<file path="config.mk">
export PLATFORM = sky130hd
export DESIGN_NAME = equalizer_fir_a
export DESIGN_NICKNAME = d
export VERILOG_FILES = /design/src/equalizer_fir_pkg.sv /design/src/equalizer_fir_a.sv /design/src/two_entry_buffer.sv
export SDC_FILE = /design/constraint.sdc
export NUM_CORES = 2
export LEC_CHECK = 0
export ABC_AREA = 0
export BUFFER_PORTS_ARGS = -buffer_cell sky130_fd_sc_hd__buf_2
export CAP_MARGIN = 30
export CORE_MARGIN = 2
export CORE_UTILIZATION = 46
export CTS_CLUSTER_SIZE = 8
export DETAILED_ROUTE_END_ITERATION = 6
export PLACE_DENSITY = 0.62
export SYNTH_ARGS = -nofsm -noshare
export SYNTH_HDL_FRONTEND = slang
export SYNTH_HIERARCHICAL = 1
export SYNTH_SLANG_ARGS = --single-unit
</file>
<file path="constraint.sdc">
create_clock -name clk -period 29.1 [get_ports clk]
set_input_delay 5.82 -clock clk [delete_from_list [all_inputs] [get_ports clk]]
set_output_delay 5.82 -clock clk [all_outputs]
set_load 0.005 [all_outputs]
</file>
<file path="src/equalizer_fir_pkg.sv">
package equalizer_fir_pkg;

   localparam int SAMPLE_W     = 12;
   localparam int COEFF_W      = 12;
   localparam int CENTRE_W     = 18;
   localparam int CENTRE_REG_W = 24;
   localparam int TAP_REG_W    = 16;
   localparam int NUM_TAPS     = 9;
   localparam int NUM_LOWER    = 4;
   localparam int NUM_UPPER    = 4;
   localparam int ADDR_W       = 16;
   localparam int PROD_W       = SAMPLE_W + CENTRE_W;
   localparam int OUT_W        = PROD_W + 4;
   localparam int BUF_DEPTH    = 2;

   // field positions
   localparam int CENTRE_MSB   = 17;
   localparam int TAP_MSB      = 11;

   // byte addresses, lowest byte of each register holds bits 7:0
   localparam logic [15:0] CENTRE_TAP_COEFF_A_OFS = 16'h0420;
   localparam logic [15:0] TAP6_COEFF_A_OFS       = 16'h0423;
   localparam logic [15:0] TAP7_COEFF_A_OFS       = 16'h0425;
   localparam logic [15:0] TAP8_COEFF_A_OFS       = 16'h0427;
   localparam logic [15:0] TAP9_COEFF_A_OFS       = 16'h0429;
   localparam logic [3:0][15:0] UPPER_OFS = {TAP9_COEFF_A_OFS, TAP8_COEFF_A_OFS,
                                             TAP7_COEFF_A_OFS, TAP6_COEFF_A_OFS};

   localparam logic [23:0] CENTRE_TAP_RESET = 24'h000000;
   localparam logic [15:0] TAP_RESET        = 16'h0000;
   localparam logic [7:0]  RDATA_RESET      = 8'h00;

   typedef struct packed {
      logic [15:0] addr;
      logic [7:0]  wdata;
      logic        we;
      logic        re;
   } reg_req_s;

   // taps one to four, held outside this block
   typedef struct packed {
      logic [3:0][11:0] coeff;
   } lower_taps_s;

endpackage : equalizer_fir_pkg

</file>
<file path="src/equalizer_fir_a.sv">
// Functional notes
// nine-tap filter, fifth tap is centre, centre coefficient signed 18 bits
// centre coefficient in bits 17:0; bits 23:18 reserved, reset zero
// taps six to nine: signed 12-bit in bits 11:0; bits 15:12 reserved
// one coefficient set serves channel A or the single combined filter
// readback returns coefficient field msb as zero whatever was written
// tap six coefficient at 0x423, resets to zero
// taps seven, eight, nine at 0x425, 0x427, 0x429, reset zero
// centre tap coefficient at 0x420, resets to zero
// each output is sum of nine coefficients times nine newest samples
module equalizer_fir_a #(
   parameter int SAMPLE_W = equalizer_fir_pkg::SAMPLE_W,
   parameter int OUT_W    = equalizer_fir_pkg::OUT_W
) (
   input  wire logic                            clk,
   input  wire logic                            reset_n,
   input  wire equalizer_fir_pkg::reg_req_s     reg_req,
   output logic [7:0]                           reg_rdata,
   input  wire equalizer_fir_pkg::lower_taps_s  lower_taps,
   input  wire logic                            in_valid,
   output logic                                 in_ready,
   input  wire logic [SAMPLE_W-1:0]             in_sample,
   output logic                                 out_valid,
   input  wire logic                            out_ready,
   output logic [OUT_W-1:0]                     out_data
);
   localparam int NT = equalizer_fir_pkg::NUM_TAPS;
   localparam int NU = equalizer_fir_pkg::NUM_UPPER;
   localparam int CW = equalizer_fir_pkg::CENTRE_W;
   localparam int PW = SAMPLE_W + CW;

   logic [23:0]      centre_q;
   logic [15:0]      upper_q [NU];
   logic [7:0]       rdata_q;
   logic [SAMPLE_W-1:0] hist_q [NT-1];

   // address decode
   wire [15:0] a = reg_req.addr;
   wire c_b0 = (a == equalizer_fir_pkg::CENTRE_TAP_COEFF_A_OFS);
   wire c_b1 = (a == equalizer_fir_pkg::CENTRE_TAP_COEFF_A_OFS + 16'h0001);
   wire c_b2 = (a == equalizer_fir_pkg::CENTRE_TAP_COEFF_A_OFS + 16'h0002);
   logic [NU-1:0] u_lo;
   logic [NU-1:0] u_hi;

   // readback images with the coefficient msb forced low
   wire [23:0] centre_rd = {centre_q[23:18], 1'b0, centre_q[16:0]};
   logic [15:0] upper_rd [NU];

   genvar g;
   generate
      for (g = 0; g < NU; g++) begin : g_dec
         assign u_lo[g] = (a == equalizer_fir_pkg::UPPER_OFS[g]);
         assign u_hi[g] = (a == equalizer_fir_pkg::UPPER_OFS[g] + 16'h0001);
         assign upper_rd[g] = {upper_q[g][15:12], 1'b0, upper_q[g][10:0]};
      end
   endgenerate

   logic [7:0] rd_mux;
   always_comb begin
      rd_mux = 8'h00;
      if (c_b0) rd_mux = centre_rd[7:0];
      if (c_b1) rd_mux = centre_rd[15:8];
      if (c_b2) rd_mux = centre_rd[23:16];
      for (int i = 0; i < NU; i++) begin
         if (u_lo[i]) rd_mux = upper_rd[i][7:0];
         if (u_hi[i]) rd_mux = upper_rd[i][15:8];
      end
   end

   // reserved bits are plain storage, so they read back what was written
   always_ff @(posedge clk or negedge reset_n) begin
      if (!reset_n) begin
         centre_q <= equalizer_fir_pkg::CENTRE_TAP_RESET;
         for (int i = 0; i < NU; i++) upper_q[i] <= equalizer_fir_pkg::TAP_RESET;
      end else if (reg_req.we) begin
         if (c_b0) centre_q[7:0]   <= reg_req.wdata;
         if (c_b1) centre_q[15:8]  <= reg_req.wdata;
         if (c_b2) centre_q[23:16] <= reg_req.wdata;
         for (int i = 0; i < NU; i++) begin
            if (u_lo[i]) upper_q[i][7:0]  <= reg_req.wdata;
            if (u_hi[i]) upper_q[i][15:8] <= reg_req.wdata;
         end
      end
   end

   always_ff @(posedge clk or negedge reset_n) begin
      if (!reset_n) rdata_q <= equalizer_fir_pkg::RDATA_RESET;
      else if (reg_req.re) rdata_q <= rd_mux;
   end
   assign reg_rdata = rdata_q;

   // coefficient vector, the eight outer taps sign-extended to centre width
   logic signed [CW-1:0] coef [NT];
   generate
      for (g = 0; g < equalizer_fir_pkg::NUM_LOWER; g++) begin : g_low
         assign coef[g] = {{(CW-12){lower_taps.coeff[g][11]}}, lower_taps.coeff[g]};
      end
      for (g = 0; g < NU; g++) begin : g_up
         // same registers whether the filter runs per channel or combined
         assign coef[g+5] = {{(CW-12){upper_q[g][equalizer_fir_pkg::TAP_MSB]}},
                             upper_q[g][11:0]};
      end
   endgenerate
   assign coef[4] = centre_q[equalizer_fir_pkg::CENTRE_MSB:0];

   // sample window: index 0 is the arriving sample, tap one
   logic signed [SAMPLE_W-1:0] win [NT];
   assign win[0] = in_sample;
   generate
      for (g = 1; g < NT; g++) begin : g_win
         assign win[g] = hist_q[g-1];
      end
   endgenerate

   logic signed [OUT_W-1:0] acc;
   always_comb begin
      logic signed [PW-1:0] prod;
      acc  = '0;
      prod = '0;
      for (int k = 0; k < NT; k++) begin
         prod = win[k] * coef[k];
         acc  = acc + {{(OUT_W-PW){prod[PW-1]}}, prod};
      end
   end

   // a full buffer stalls the sample source, history only moves on accept
   wire take = in_valid && in_ready;
   always_ff @(posedge clk or negedge reset_n) begin
      if (!reset_n) begin
         for (int i = 0; i < NT-1; i++) hist_q[i] <= '0;
      end else if (take) begin
         hist_q[0] <= in_sample;
         for (int i = 1; i < NT-1; i++) hist_q[i] <= hist_q[i-1];
      end
   end

   two_entry_buffer #(
      .WIDTH (OUT_W),
      .DEPTH (equalizer_fir_pkg::BUF_DEPTH)
   ) u_out_buf (
      .clk       (clk),
      .reset_n   (reset_n),
      .in_valid  (in_valid),
      .in_ready  (in_ready),
      .in_data   (acc),
      .out_valid (out_valid),
      .out_ready (out_ready),
      .out_data  (out_data)
   );

endmodule : equalizer_fir_a

</file>
<file path="src/two_entry_buffer.sv">
module two_entry_buffer #(
   parameter int WIDTH = 34,
   parameter int DEPTH = 2
) (
   input  wire logic             clk,
   input  wire logic             reset_n,
   input  wire logic             in_valid,
   output logic                  in_ready,
   input  wire logic [WIDTH-1:0] in_data,
   output logic                  out_valid,
   input  wire logic             out_ready,
   output logic [WIDTH-1:0]      out_data
);
   localparam int PW = (DEPTH > 1) ? $clog2(DEPTH) : 1;
   localparam logic [PW-1:0] LAST  = PW'(DEPTH - 1);
   localparam logic [PW:0]   FULLC = (PW + 1)'(DEPTH);

   logic [WIDTH-1:0] mem_q [DEPTH];
   logic [PW-1:0]    wr_q;
   logic [PW-1:0]    rd_q;
   logic [PW:0]      cnt_q;
   wire              push = in_valid && in_ready;
   wire              pop  = out_valid && out_ready;
   wire [PW-1:0]     wr_nx = (wr_q == LAST) ? '0 : wr_q + 1'b1;
   wire [PW-1:0]     rd_nx = (rd_q == LAST) ? '0 : rd_q + 1'b1;

   assign in_ready  = (cnt_q != FULLC);
   assign out_valid = (cnt_q != '0);
   assign out_data  = mem_q[rd_q];

   always_ff @(posedge clk or negedge reset_n) begin
      if (!reset_n) begin
         wr_q  <= '0;
         rd_q  <= '0;
         cnt_q <= '0;
         for (int i = 0; i < DEPTH; i++) mem_q[i] <= '0;
      end else begin
         if (push) begin
            mem_q[wr_q] <= in_data;
            wr_q        <= wr_nx;
         end
         if (pop) rd_q <= rd_nx;
         if (push && !pop) cnt_q <= cnt_q + 1'b1;
         else if (pop && !push) cnt_q <= cnt_q - 1'b1;
      end
   end

endmodule : two_entry_buffer

</file>
==> flow_metrics.tcl <==
set metrics [dict create \
    grt_overflow_total 0 \
    cap_violations 0 \
    hp-class "reg2reg" \
    period_share_pct 50.4 \
    grt_util_all_layers_pct 28.0 \
    setup_violations 0 \
    ant_nets 0 \
    tns_ps 0 \
    dr_wl_met3_mm 12.6 \
    dr_total_vias 44600 \
    grt_pass1_vias 49300 \
    htree_levels 2 \
    place.gp.congestion 0.993 \
    synth-seq-cells 264 \
    grt_pass1_wl_mm 312 \
    syn_inst 6658 \
    synth.area.top_cells "fa_1 (52%), inv_1 (10%), dfrtp_1 (9.7%)" \
    crit_type "in2reg" \
    fin_nets 8836 \
    clkTransAtPathRegs_ps 50 \
    drc_errors 0 \
    grt_max_degree 81 \
    area_growth_pct 5.11 \
    synth_fa_ha_area_share_pct 59.5 \
    r2r_setup_slack_ps 15770 \
    seq_area_frac_synth_pct 9.74 \
    fillers 13700 \
    synth_compound_area_share_pct 1.74 \
    tritoncts "done" \
    yosysMostFrequentCell "inv_1" \
    async_flop_share_pct 100 \
    dr.pass1.iters 5 \
    design.core.area_um2 146000 \
    m1WireLength_mm 83.9 \
    dr.first_iter.drc_count 3116 \
    crit_cells 28 \
    dieHeight_um 388 \
    dieArea_um2 151000 \
    maxUsedRoutingLayer "met4" \
    status "completed" \
    via_per_inst 5.24 \
    period_minus_slack_ps 14680 \
    worstRegToRegCells 43 \
    synth.distinct_cells 79 \
    whs_path_depth 1 \
    avgSynthCellArea_um2 10.2 \
    synth.mux.area_fraction_pct 5.31 \
    finish.utilization_pct 48.8 \
    clk_latency_ps 650 \
    slowest_stage "fa_1" \
    dp_hpwl_mm 176 \
    ioPinCount 134 \
    worstPathRequired_ps 29580 \
    ys_top_cells_by_count "inv_1 (1851), fa_1 (1770), nand2_1 (861)" \
    avgRoutedWirePerCell_um 23.8 \
    netlist_area_um2 67800 \
    path_buf_inv 6 \
    synth_simple_gate_area_share_pct 10.8 \
    numCtsBuffers 43 \
    skew_ps 56.5 \
    initial_core_util_pct 46.4 \
    cts_resized 0 \
    clockBufferDepth 3 \
    numClockSinks 264 \
    yosys.area_share.xor_xnor_pct 0.878 \
    synth_edf_count 0 \
    synth_flop_cell "dfrtp_1" \
    layout-drive-gt1-share_pct 7.24 \
    synth_top_area_share_pct 52.2 \
    wl_met2_mm 97.8 \
    drt_wl_total_mm 203 \
    rows 140 \
    worstPathArrival_ps 15160 \
    yosysWarnings 6 \
    rsz0062_at_grt "no" \
    critPathTopFamily "adder cells" \
    antenna_found_initial 12 \
    slew_headroom_pct 28.6 \
    cp-end-kind "flop" \
    path_common_cell "fa_1" \
    slowest_delay_ps 910 \
    synth_top_family_by_area "adder cells" \
    syn_nets 8912 \
    fmax_mhz 68.1 \
    startpoint_type "input pin" \
    post_cts_buffers 0 \
    maxSlewViolCount 0 \
    cts-root-buf "clkbuf_16" \
    fp.dieW_um 388 \
    ctsHoldBuffers 0 \
    port_buffers 133 \
    hold_viol 0 \
    crit_path_max_fanout 13 \
    yosysTopAreaCell "fa_1" \
    worst_slew_pin_slew_ps 1070 \
]
==> sequential cells by signal, indices dropped and copies added, names as in the netlist <==
| name | count |
|---|---|
| reg_rdata | 8 |
| u_out_buf/rd_q | 1 |
| u_out_buf/wr_q | 1 |
| upper_q | 16 |
| centre_q | 24 |
| coef | 48 |
| u_out_buf/cnt_q | 2 |
| u_out_buf/mem_q | 68 |
| hist_q | 96 |
==> routing by layer <==
metal / GRT usage (%) / vias to the layer above
met3: 3.74 / 316
li1: - / 18900
met5: 0 / -
met4: 10.4 / 0
met1: 38.0 / 23900
met2: 45.9 / 1496
==> layout make-up <==
cell class / instances / area (µm²) / area share (%)
multi-input combinational: 4262 / 53100 / 74.5
inverter: 1857 / 6970 / 9.78
sequential: 264 / 6610 / 9.27
tap: 1917 / 2400 / 3.36
clock buffer: 52 / 1160 / 1.63
timing repair buffer: 154 / 831 / 1.17
clock inverter: 10 / 209 / 0.293
antenna: 4 / 10.0 / 0.0140
==> worst reg2reg max path, delay by kind of cell, from the launching register on <==
kind | cells | cell delay [ps]
adders and majority gates | 17 | 7470
AOI/OAI and AO/OA | 11 | 2800
and+or+nand+nor | 4 | 1230
DFF | 1 | 880
buffers and inverters | 9 | 480
muxes | 1 | 260
xor gates and xnor gates | 1 | 100
==> layout by cell type, fill, tap and decap left out, types with 67 or more instances in the layout <==
master and n:
inv_1 1851, fa_1 1770, nand2_1 860, and2_1 432, ha_1 394, dfrtp_1 264
mux2_2 185, buf_2 133, nor2_1 105, nand2b_1 67
==> kinds of logic (layout without fill, tap and decap cells) <==
group | count (synthesis) | count (layout)
other | 0 | 4
buffers and inverters | 2132 | 2073
multiplexers | 300 | 300
AO/OA/AOI/OAI | 178 | 178
adder cells (fa/ha/maj) | 2164 | 2164
XOR/XNOR | 68 | 68
AND/OR/NAND/NOR | 1552 | 1552
flip-flops | 264 | 264
==> final timing paths <==
check                              startpoint                  end
worst min-delay path              upper_q[30]          upper_q[30]
max in group asynchronous             reset_n           hist_q[81]
min in group asynchronous             reset_n         reg_rdata[2]
worst max register to register        coef[3]  u_out_buf/mem_q[66]
worst max-delay path            in_sample[11]  u_out_buf/mem_q[66]
worst min register to register    upper_q[30]          upper_q[30]
==> through the flow <==
stage	instance area, µm²	setup slack [ps]	cells	hold WS [ps]
2_1_floorplan	67800	14730	6658	454
3_3_place_gp	69900	13930	8452	463
3_5_place_dp	69900	13830	8454	476
4_1_cts	71300	14460	8516	487
5_1_grt	71300	13970	8519	509
6_report	71300	14420	8520	487
Power is left out: the tool's default activity adds up to more than one toggle a clock period on the data nets, which glitch-free logic cannot reach.
